File: src/core/els_pkg.sv
// Package: constants for the Ethernet link supervision block
package els_pkg;
  // Protocol-selection slot codes
  localparam logic [15:0] ELS_CODE_REGTCP = 16'h01f6;   // Register access over TCP
  localparam logic [15:0] ELS_CODE_5002 = 16'h138a;
  localparam logic [15:0] ELS_CODE_5007 = 16'h138f;
  localparam logic [15:0] ELS_CODE_5012 = 16'h1394;
  localparam logic [15:0] ELS_CODE_5013 = 16'h1395;
  localparam logic [15:0] ELS_CODE_5011 = 16'h1393;
  localparam logic [15:0] ELS_CODE_5010 = 16'h1392;
  localparam logic [15:0] ELS_CODE_5001 = 16'h1389;
  localparam logic [15:0] ELS_CODE_5006 = 16'h138e;
  localparam logic [15:0] ELS_CODE_5008 = 16'h1390;
  localparam logic [15:0] ELS_CODE_5000 = 16'h1388;
  localparam logic [15:0] ELS_CODE_DIAGOFF = 16'h8892;  // 34962, blocks SNMP
  localparam logic [15:0] ELS_CODE_CYCLIC = 16'hb0b6;   // 45238, cyclic time-sensitive
  localparam logic [15:0] ELS_CODE_44818 = 16'haf12;    // 44818
  localparam logic [15:0] ELS_CODE_UNSEL = 16'h270f;    // 9999
  // Client limits; 0 means unlimited
  localparam logic [1:0] ELS_CLI_UNLIM = 2'h0;
  localparam logic [1:0] ELS_CLI_TWO = 2'h2;
  localparam logic [1:0] ELS_CLI_THREE = 2'h3;
  // Loss action encodings
  localparam logic [13:0] ELS_ACT_OFF = 14'h0000;
  localparam logic [13:0] ELS_ACT_WARN = 14'h0001;
  localparam logic [13:0] ELS_ACT_ALARM = 14'h0002;
  localparam logic [13:0] ELS_ACT_PROT = 14'h0003;
  localparam logic [13:0] ELS_ACT_BOTH = 14'h22b8;      // 8888
  localparam logic [13:0] ELS_ACT_EITHER = 14'h270f;    // 9999
  // Network diagnosis encodings
  localparam logic [13:0] ELS_DIAG_OFF = 14'h0000;
  localparam logic [13:0] ELS_DIAG_SNMP = 14'h0001;
  localparam logic [13:0] ELS_DIAG_DUP = 14'h0002;
  localparam logic [13:0] ELS_DIAG_ALL = 14'h270f;
  // Keepalive
  localparam int ELS_CLK_HZ = 100000000;
  localparam int ELS_SEC_CYCLES = ELS_CLK_HZ;           // One second at 100 MHz
  localparam logic [12:0] ELS_KA_DEFAULT = 13'h003c;    // 60 s
  localparam logic [12:0] ELS_KA_MIN = 13'h0001;
  localparam logic [12:0] ELS_KA_MAX = 13'h1c20;        // 7200 s
  localparam logic [3:0] ELS_KA_PROBES = 4'h7;          // Close after this many probes
  localparam logic [7:0] ELS_MASK_RST_HI = 8'hff;
  localparam logic [7:0] ELS_MASK_RST_LO = 8'h00;
endpackage

File: src/core/els_supervisor.sv
// Module: Ethernet link supervision, slot selection, keepalive and diagnosis
`timescale 1ns/100ps
module els_supervisor import els_pkg::*; #(
  parameter int SEC_CYCLES = ELS_SEC_CYCLES  // Cycles per second, shorten in simulation
) (
  input wire logic clk,                      // 100 MHz clock
  input wire logic rst_n,                    // Async reset, active low
  input wire logic [15:0] proto_select_slot1, // Slot 1 code
  input wire logic [15:0] proto_select_slot2, // Slot 2 code
  input wire logic [15:0] proto_select_slot3, // Slot 3 code
  input wire logic [15:0] proto_select_slot4, // Slot 4 code
  input wire logic [13:0] first_port_loss_action, // First-port action
  input wire logic [13:0] second_port_loss_action, // Second-port action or combine mode
  input wire logic [1:0] comm_error_stop_mode, // Stop mode on comm error
  input wire logic drive_running,            // Drive is operating
  input wire logic cyclic_active,            // Cyclic data exchange in progress
  input wire logic first_port_link_up,       // First port link status
  input wire logic second_port_link_up,      // Second port link status
  input wire logic [12:0] keepalive_interval, // Seconds
  input wire logic tcp_open,                 // TCP connection established
  input wire logic peer_response,            // Peer traffic seen
  input wire logic [13:0] net_diag_select,   // Diagnosis selection
  input wire logic dup_ip_found,             // Duplicate address probe result
  input wire logic [7:0] netmask_octet1_in,  // Written mask octet 1
  input wire logic [7:0] netmask_octet2_in,  // Written mask octet 2
  input wire logic [7:0] netmask_octet3_in,  // Written mask octet 3
  input wire logic [7:0] netmask_octet4_in,  // Written mask octet 4
  output logic [3:0] slot_valid,             // Slot honoured after dedup
  output logic [7:0] slot_clients,           // Two bits per slot, 0 = unlimited
  output logic link_loss_warning,            // Warning indication
  output logic minor_alarm_output,           // Alarm output
  output logic link_loss_fault,              // Protective stop request
  output logic [1:0] fault_stop_mode,        // Stop mode with the fault
  output logic keepalive_probe,              // One-cycle probe pulse
  output logic tcp_force_close,              // One-cycle close pulse
  output logic snmp_enable,                  // SNMP diagnosis enabled
  output logic dup_check_req,                // One-cycle duplicate check on link-up
  output logic duplicate_address_fault,      // Sticky duplicate fault
  output logic [31:0] netmask                // Active mask
);

  // Client limit per code; dedup uses els_group, not this class
  function automatic logic [1:0] els_clients(input logic [15:0] c);
    if (c == ELS_CODE_REGTCP) begin
      els_clients = ELS_CLI_THREE;
    end else if (c == ELS_CODE_5002 || c == ELS_CODE_5007 || c == ELS_CODE_5012 ||
                 c == ELS_CODE_5013 || c == ELS_CODE_44818) begin
      els_clients = ELS_CLI_TWO;
    end else begin
      els_clients = ELS_CLI_UNLIM;
    end
  endfunction

  // Application and transport group; equal nonzero groups are duplicates
  function automatic logic [3:0] els_group(input logic [15:0] c);
    if (c == ELS_CODE_5000 || c == ELS_CODE_5001 || c == ELS_CODE_5006 ||
        c == ELS_CODE_5008) begin
      els_group = 4'h1;
    end else if (c == ELS_CODE_5002 || c == ELS_CODE_5007) begin
      els_group = 4'h2;
    end else if (c == ELS_CODE_5010 || c == ELS_CODE_5011) begin
      els_group = 4'h3;
    end else if (c == ELS_CODE_5012 || c == ELS_CODE_5013) begin
      els_group = 4'h4;
    end else begin
      els_group = 4'h0;
    end
  endfunction

  // Same application and transport
  function automatic logic els_dup(input logic [15:0] a, input logic [15:0] b);
    els_dup = (els_group(a) != 4'h0) ? (els_group(a) == els_group(b)) : (a == b);
  endfunction

  // Slot dedup: a lower-numbered slot wins over later ones
  wire s1_ok = proto_select_slot1 != ELS_CODE_UNSEL;
  wire s2_ok = proto_select_slot2 != ELS_CODE_UNSEL && !els_dup(proto_select_slot2,
               proto_select_slot1);
  wire s3_ok = proto_select_slot3 != ELS_CODE_UNSEL &&
               !els_dup(proto_select_slot3, proto_select_slot1) &&
               !els_dup(proto_select_slot3, proto_select_slot2);
  wire s4_ok = proto_select_slot4 != ELS_CODE_UNSEL &&
               !els_dup(proto_select_slot4, proto_select_slot1) &&
               !els_dup(proto_select_slot4, proto_select_slot2) &&
               !els_dup(proto_select_slot4, proto_select_slot3);
  wire [3:0] valid_next = {s4_ok, s3_ok, s2_ok, s1_ok};
  wire [7:0] clients_next = {els_clients(proto_select_slot4),
                             els_clients(proto_select_slot3),
                             els_clients(proto_select_slot2),
                             els_clients(proto_select_slot1)};

  // Loss evaluation, combinational so action lands next edge
  wire loss1 = !first_port_link_up;
  wire loss2 = !second_port_link_up;
  wire combine_both = second_port_loss_action == ELS_ACT_BOTH;
  wire combine_either = second_port_loss_action == ELS_ACT_EITHER;
  wire combined = combine_both || combine_either;
  wire comb_loss = combine_both ? (loss1 && loss2) : (loss1 || loss2);
  wire p1_hit = combined ? comb_loss : loss1;
  wire p2_hit = !combined && loss2;
  wire warn1 = p1_hit && first_port_loss_action != ELS_ACT_OFF && first_port_loss_action <= ELS_ACT_PROT;
  wire warn2 = p2_hit && second_port_loss_action != ELS_ACT_OFF && second_port_loss_action <= ELS_ACT_PROT;
  wire alarm1 = p1_hit && (first_port_loss_action == ELS_ACT_ALARM ||
                first_port_loss_action == ELS_ACT_PROT);
  wire alarm2 = p2_hit && (second_port_loss_action == ELS_ACT_ALARM ||
                second_port_loss_action == ELS_ACT_PROT);
  wire prot_cfg = (p1_hit && first_port_loss_action == ELS_ACT_PROT) ||
                  (p2_hit && second_port_loss_action == ELS_ACT_PROT);
  wire cyc_sel = proto_select_slot1 == ELS_CODE_CYCLIC || proto_select_slot2 == ELS_CODE_CYCLIC ||
                 proto_select_slot3 == ELS_CODE_CYCLIC || proto_select_slot4 == ELS_CODE_CYCLIC;
  wire cyc_fault = cyc_sel && cyclic_active && (loss1 || loss2);
  wire fault_next = (prot_cfg && drive_running) || cyc_fault;

  // Slot and loss outputs registered
  always_ff @(posedge clk or negedge rst_n) begin
    if (!rst_n) begin
      slot_valid <= 4'h0;
      slot_clients <= 8'h00;
      link_loss_warning <= 1'b0;
      minor_alarm_output <= 1'b0;
      link_loss_fault <= 1'b0;
      fault_stop_mode <= 2'h0;
    end else begin
      slot_valid <= valid_next;
      slot_clients <= clients_next;
      link_loss_warning <= warn1 || warn2;
      minor_alarm_output <= alarm1 || alarm2;
      link_loss_fault <= fault_next;
      fault_stop_mode <= comm_error_stop_mode;
    end
  end

  // Keepalive: seconds prescaler, interval counter, probe counter
  logic [31:0] sec_reg;
  logic [12:0] ka_sec_reg;
  logic [3:0] probes_reg;
  wire [12:0] ka_lim = (keepalive_interval < ELS_KA_MIN) ? ELS_KA_MIN :
                       (keepalive_interval > ELS_KA_MAX) ? ELS_KA_MAX : keepalive_interval;
  wire sec_tick = sec_reg == 32'(SEC_CYCLES - 1);
  wire ka_expire = tcp_open && sec_tick && (ka_sec_reg + 13'h0001 >= ka_lim);
  wire send_probe = ka_expire && probes_reg < ELS_KA_PROBES;
  wire do_close = ka_expire && probes_reg == ELS_KA_PROBES;

  // Silence timer restarts on any peer answer or closed link
  always_ff @(posedge clk or negedge rst_n) begin
    if (!rst_n) begin
      sec_reg <= 32'h0000_0000;
      ka_sec_reg <= 13'h0000;
      probes_reg <= 4'h0;
      keepalive_probe <= 1'b0;
      tcp_force_close <= 1'b0;
    end else begin
      if (!tcp_open || peer_response) begin
        sec_reg <= 32'h0000_0000;
        ka_sec_reg <= 13'h0000;
        probes_reg <= 4'h0;
      end else begin
        sec_reg <= sec_tick ? 32'h0000_0000 : sec_reg + 32'h0000_0001;
        ka_sec_reg <= ka_expire ? 13'h0000 : (sec_tick ? ka_sec_reg + 13'h0001 : ka_sec_reg);
        probes_reg <= do_close ? 4'h0 : (send_probe ? probes_reg + 4'h1 : probes_reg);
      end
      keepalive_probe <= send_probe && !peer_response;
      tcp_force_close <= do_close && !peer_response;
    end
  end

  // Diagnosis selection
  wire diag_block = proto_select_slot1 == ELS_CODE_DIAGOFF ||
                    proto_select_slot2 == ELS_CODE_DIAGOFF ||
                    proto_select_slot3 == ELS_CODE_DIAGOFF ||
                    proto_select_slot4 == ELS_CODE_DIAGOFF;
  wire snmp_next = (net_diag_select == ELS_DIAG_SNMP || net_diag_select == ELS_DIAG_ALL) &&
                   !diag_block;
  wire dup_en = net_diag_select == ELS_DIAG_DUP || net_diag_select == ELS_DIAG_ALL;
  logic [1:0] up_reg;
  wire link_up_edge = (first_port_link_up && !up_reg[0]) || (second_port_link_up && !up_reg[1]);

  // Link-up check request; fault sticks until reset
  // A link already up at reset release counts as a link-up, so the check runs at start-up
  always_ff @(posedge clk or negedge rst_n) begin
    if (!rst_n) begin
      up_reg <= 2'h0;
      snmp_enable <= 1'b0;
      dup_check_req <= 1'b0;
      duplicate_address_fault <= 1'b0;
    end else begin
      up_reg <= {second_port_link_up, first_port_link_up};
      snmp_enable <= snmp_next;
      dup_check_req <= dup_en && link_up_edge;
      duplicate_address_fault <= duplicate_address_fault || (dup_en && dup_ip_found);
    end
  end

  // Mask captured once after reset release; later writes wait for reset
  logic mask_taken_reg;
  always_ff @(posedge clk or negedge rst_n) begin
    if (!rst_n) begin
      mask_taken_reg <= 1'b0;
      netmask <= {ELS_MASK_RST_HI, ELS_MASK_RST_HI, ELS_MASK_RST_HI, ELS_MASK_RST_LO};
    end else if (!mask_taken_reg) begin
      mask_taken_reg <= 1'b1;
      netmask <= {netmask_octet1_in, netmask_octet2_in,
                  netmask_octet3_in, netmask_octet4_in};
    end
  end

  // Warning follows loss within one cycle; the reset-release edge still resets outputs
  a_warn_follows: assert property (@(posedge clk) disable iff (!rst_n)
    (rst_n && loss1 && first_port_loss_action == ELS_ACT_WARN && combine_either) |=>
    link_loss_warning)
    else $error("warning missed on loss");
  // Both-mode needs both ports down
  a_both_mode: assert property (@(posedge clk) disable iff (!rst_n)
    (combine_both && first_port_link_up && first_port_loss_action == ELS_ACT_WARN) |=>
    !link_loss_warning)
    else $error("both-mode warned on one port");
  // No protective stop while stopped unless cyclic
  a_stop_quiet: assert property (@(posedge clk) disable iff (!rst_n)
    (!drive_running && !cyc_fault) |=> !link_loss_fault)
    else $error("fault while stopped");
  // Cyclic loss forces fault, once out of reset
  a_cyc_fault: assert property (@(posedge clk) disable iff (!rst_n)
    (rst_n && cyc_fault) |=> link_loss_fault)
    else $error("cyclic loss without fault");
  // Alarm only for action 2 or 3
  a_alarm_gate: assert property (@(posedge clk) disable iff (!rst_n)
    (first_port_loss_action <= ELS_ACT_WARN && !combined && second_port_loss_action <= ELS_ACT_WARN)
    |=> !minor_alarm_output)
    else $error("alarm with low action");
  // SNMP blocked by slot code
  a_snmp_block: assert property (@(posedge clk) disable iff (!rst_n)
    diag_block |=> !snmp_enable)
    else $error("snmp on with blocking code");
  // Close pulse only after seven probes
  a_close_after: assert property (@(posedge clk) disable iff (!rst_n)
    tcp_force_close |-> $past(probes_reg) == ELS_KA_PROBES)
    else $error("close before seventh probe");
  // Stop mode passes through, not across the reset-release edge
  a_stop_mode: assert property (@(posedge clk) disable iff (!rst_n)
    rst_n |=> fault_stop_mode == $past(comm_error_stop_mode))
    else $error("stop mode not carried");
  // Mask stable after capture
  a_mask_hold: assert property (@(posedge clk) disable iff (!rst_n)
    mask_taken_reg |=> $stable(netmask))
    else $error("mask changed without reset");
  // Slot 2 duplicate of slot 1 dropped
  a_dedup: assert property (@(posedge clk) disable iff (!rst_n)
    (s1_ok && els_dup(proto_select_slot2, proto_select_slot1)) |=> !slot_valid[1])
    else $error("duplicate slot kept");
  // No probe or close on a closed connection
  a_probe_open: assert property (@(posedge clk) disable iff (!rst_n)
    !tcp_open |=> !keepalive_probe)
    else $error("probe on closed connection");
  a_close_open: assert property (@(posedge clk) disable iff (!rst_n)
    !tcp_open |=> !tcp_force_close)
    else $error("close on closed connection");
  // Any peer answer restarts supervision, so nothing goes out next cycle
  a_peer_quiet: assert property (@(posedge clk) disable iff (!rst_n)
    peer_response |=> (!keepalive_probe && !tcp_force_close))
    else $error("probe despite peer answer");
  // Diagnosis off keeps SNMP off
  a_snmp_off: assert property (@(posedge clk) disable iff (!rst_n)
    (net_diag_select == ELS_DIAG_OFF) |=> !snmp_enable)
    else $error("snmp on with diagnosis off");
  // Diagnosis off asks for no duplicate check
  a_dup_req_off: assert property (@(posedge clk) disable iff (!rst_n)
    (net_diag_select == ELS_DIAG_OFF) |=> !dup_check_req)
    else $error("duplicate check with diagnosis off");
  // Duplicate fault holds until reset
  a_dup_sticky: assert property (@(posedge clk) disable iff (!rst_n)
    duplicate_address_fault |=> duplicate_address_fault)
    else $error("duplicate fault dropped");
  // Detection off on both ports gives no warning
  a_loss_off: assert property (@(posedge clk) disable iff (!rst_n)
    (first_port_loss_action == ELS_ACT_OFF && second_port_loss_action == ELS_ACT_OFF) |=>
    !link_loss_warning)
    else $error("warning with detection off");
  // Both links up: no loss indication of any kind
  a_links_up: assert property (@(posedge clk) disable iff (!rst_n)
    (first_port_link_up && second_port_link_up) |=>
    (!link_loss_warning && !minor_alarm_output && !link_loss_fault))
    else $error("loss shown with both links up");

endmodule

File: config.mk
export PLATFORM = sky130hd
export DESIGN_NAME = els_supervisor
export DESIGN_NICKNAME = d
export VERILOG_FILES = /design/src/core/els_pkg.sv /design/src/core/els_supervisor.sv
export SDC_FILE = /design/constraint.sdc
export NUM_CORES = 1
export LEC_CHECK = 0
export ABC_CLOCK_PERIOD_IN_PS = 3400
export BUFFER_PORTS_ARGS = -buffer_cell sky130_fd_sc_hd__buf_2
export CAP_MARGIN = 20
export CELL_PAD_IN_SITES_DETAIL_PLACEMENT = 0
export CELL_PAD_IN_SITES_GLOBAL_PLACEMENT = 2
export CORE_MARGIN = 2
export CORE_UTILIZATION = 31
export DETAILED_ROUTE_END_ITERATION = 16
export PLACE_DENSITY = 0.82
export REMOVE_ABC_BUFFERS = 1
export SYNTH_ARGS = -nofsm -noshare
export SYNTH_HDL_FRONTEND = slang
export SYNTH_SLANG_ARGS = --single-unit
File: constraint.sdc
create_clock -name clk -period 3.4 [get_ports clk]
set_clock_uncertainty 0.05 [all_clocks]
set_input_delay 0 -clock clk [delete_from_list [all_inputs] [get_ports clk]]
set_output_delay 0 -clock clk [all_outputs]
set_load 0.005 [all_outputs]
==> flow_metrics.env <==
export IMPL_outcome="finished, final reports clean"
export IMPL_cp_max_fo=9
export IMPL_synthMuxAreaShare=0.05181
export IMPL_grt_pass1_wl_microns=37690
export IMPL_via_per_inst=5.095
export IMPL_cp_depth=14
export IMPL_gp_congestion=0.9663
export IMPL_synth_adder_area_share=0.02582
export IMPL_finalSetupTns_ps=0
export IMPL_dr_pass1_iters=4
export IMPL_fin_nets=1265
export IMPL_num_vias=7214
export IMPL_synth_top_family_by_area="simple AND/OR/NAND/NOR gates"
export IMPL_critical_path_class="reg -> reg"
export IMPL_crit_arrival_ps=3380
export IMPL_path_cells="nand3_1 -> nor2_4 -> and3_1 -> and3_1 -> nand3_1 -> xnor2_2 -> ha_1 -> nor2b_1 -> o21ai_0 -> o21ai_0 -> a211o_2 -> buf_12 -> a31o_2 -> a21oi_1"
export IMPL_die_area_sq_um=26290
export IMPL_ant_nets=0
export IMPL_r2r_cells=14
export IMPL_cp_slowest_cell="dfrtp_1"
export IMPL_synth_area_leaders="dfrtp_1 (26%), xnor2_1 (12%), dfstp_2 (8.1%)"
export IMPL_ioPinCount=216
export IMPL_start_kind="register"
export IMPL_wirelength_microns=23930
export IMPL_slew_violations=0
export IMPL_r2r_end="probes_reg[2]"
export IMPL_crit_path_end="probes_reg[2]"
export IMPL_portBuffers=215
export IMPL_grt_use_total=0.1792
export IMPL_grt_ovfl_total=0
export IMPL_synthFlopType="dfrtp_1"
export IMPL_finalSetupViolCount=0
export IMPL_ys_warn_count=0
export IMPL_cts_tree="built"
export IMPL_tightestPinTransition_ps=845.4
export IMPL_cts_sinks=106
export IMPL_p_per_area_nw_per_um2=305.5
export IMPL_synth_xor_area_frac=0.1683
export IMPL_clk_pin_slew_ps=80
export IMPL_synthCells=870
export IMPL_fp_row_count=57
export IMPL_antenna_found_initial=0
export IMPL_grt_max_degree=62
export IMPL_mostFrequentLayoutCells="buf_2 (214), xnor2_1 (103), dfrtp_1 (80)"
export IMPL_rsz0062_at_grt="false"
export IMPL_synth_top_cell_area_share=0.2647
export IMPL_r2r_slack_ps=240
export IMPL_crit_buf_inv=1
export IMPL_syn_area_sq_um=7752
export IMPL_worstSetupEndpointType="register"
export IMPL_clock_latency_ps=350
export IMPL_first_global_vias=7132
export IMPL_cts_root_buf="clkbuf_16"
export IMPL_dp_hpwl_microns=17850
export IMPL_crit_path_start="ka_sec_reg[3]"
export IMPL_clockBufferDepth=2
export IMPL_n_antenna_cell=0
export IMPL_async_flop_share=1.000
export IMPL_remaining_drc_errors=0
export IMPL_synth_yosys_seq_area_share=0.3460
export IMPL_drive_above_1_share=0.2894
export IMPL_max_cap_viol_count=0
export IMPL_yosysUniqueCellTypes=66
export IMPL_dp_cells=1340
export IMPL_synth_edff_count=0
export IMPL_final_common_cell="buf_2"
export IMPL_postSynthAreaPerCell_sq_um=8.911
export IMPL_cp_required_ps=3620
export IMPL_syn_to_final_growth_pct=28.36
export IMPL_fin_crit_ps=3158
export IMPL_drtIter0Drc=433
export IMPL_fmax_ghz=0.3166
export IMPL_r2r_start="ka_sec_reg[3]"
export IMPL_die_h_microns=162.1
export IMPL_ctsHtreeMaxLevel=3
export IMPL_ir_drop_mv=0.3133
export IMPL_coreArea_sq_um=24460
export IMPL_die_w_microns=162.1
export IMPL_fin_crit_sh=0.9289
export IMPL_wl_per_cell_microns=16.90
export IMPL_hp_class="in -> reg"
export IMPL_synthSimpleGateAreaFrac=0.2736
export IMPL_fin_cells=1416
export IMPL_synth_seq_cells=106
export IMPL_hold_viol_final=0
export IMPL_max_stage_delay_ps=420
export IMPL_cts_buffers=9
export IMPL_maxSlewHeadroom=0.4364
export IMPL_synth_compound_area_frac=0.08683
export IMPL_cpLargestDelayFamily="simple AND/OR/NAND/NOR gates"
export IMPL_yosysTopAreaCell="dfrtp_1"
export IMPL_p_leak_nw=4.195
export IMPL_initial_core_util=0.3169
==> final cells by class <==
| cell class | count | area [sq um] |
|---|---|---|
| clock buffers | 9 | 225.2 |
| flip-flops and latches | 106 | 2685 |
| inverters | 11 | 41.29 |
| fillers | 2433 | 14510 |
| well taps | 324 | 405.4 |
| clock inverters | 7 | 91.34 |
| repair buffers | 286 | 1774 |
| multi-input cells | 673 | 4728 |
==> logic make-up after synthesis <==
logic type                 count (synthesis)
and+or+nand+nor                          373
AOI/OAI and AO/OA                         98
DFF                                      106
other                                      1
buffers and inverters                     91
adders and majority gates                 16
muxes                                     36
xor gates and xnor gates                 149
==> tightest hold or removal path: cells and delay by family <==
family | cells | cell delay (ps)
AND/OR/NAND/NOR | 2 | 170
AO/OA/AOI/OAI | 1 | 100
buffers and inverters | 1 | 100
==> repair_timing <==
| action | CTS | global route |
|---|---|---|
| hold buffers | 60 | 0 |
| setup buffers | 0 | 0 |
| resized for setup | 0 | 10 |
| setup endpoints to repair | 0 | 16 |
| hold endpoints to repair | 101 | 0 |
==> synth_stat cells, types with 13 or more instances <==
cell type and n:
dfstp_2 24, nand2b_1 18, ha_1 16, xor2_1 45, nor4b_1 14, nand3_1 35, o21ai_0 19, nand2_1 49
clkbuf_1 57, buf_2 13, mux2_2 33, dfrtp_1 82, xnor2_1 104, a21oi_1 20, nor4_1 26, nor3_1 26
nor2_1 68, nand4_1 37, and3_1 16, nor2b_1 16
==> where the power goes <==
group	internal, mW	switching (mW)
Combinational	0.286	0.312
Sequential	1.32	0.0222
Clock	0.535	0.562
Total	2.14	0.896
==> metal layers <==
metal	share of wire	vias to the layer above	track usage
li1	-	3513	-
met1	0.44	3439	0.2301
met2	0.49	229	0.3116
met3	0.052	33	0.02630
met4	0.021	0	0.05471
met5	0	-	0
==> worst min path at each step <==
stage,endpoint,startpoint,depth (start not counted),slack (ps)
final,snmp_enable,net_diag_select[1],4,10
after global routing,dup_check_req,net_diag_select[1],4,20
after CTS,dup_check_req,net_diag_select[1],4,10
after detailed placement,fault_stop_mode[0],comm_error_stop_mode[0],1,60
after global placement,fault_stop_mode[1],comm_error_stop_mode[1],1,60
after floorplan,dup_check_req,rst_n,0,-350
==> stage by stage <==
step / utilization / area [sq um] / total power [mW] / setup WS, ps / hold WS [ps]
2_1_floorplan: - / 7428 / 1.602 / 314.1 / -345.6
3_3_place_gp: 0.3682 / 9007 / 1.914 / 164.0 / 57.46
3_5_place_dp: 0.3682 / 9007 / 1.921 / 117.9 / 60.62
4_1_cts: 0.4057 / 9925 / 3.089 / 83.46 / 11.28
5_1_grt: 0.4068 / 9951 / 3.198 / 2.906 / 23.22
6_report: 0.4068 / 9951 / 3.040 / 241.6 / 14.87
(Power assumes the default switching activity.)
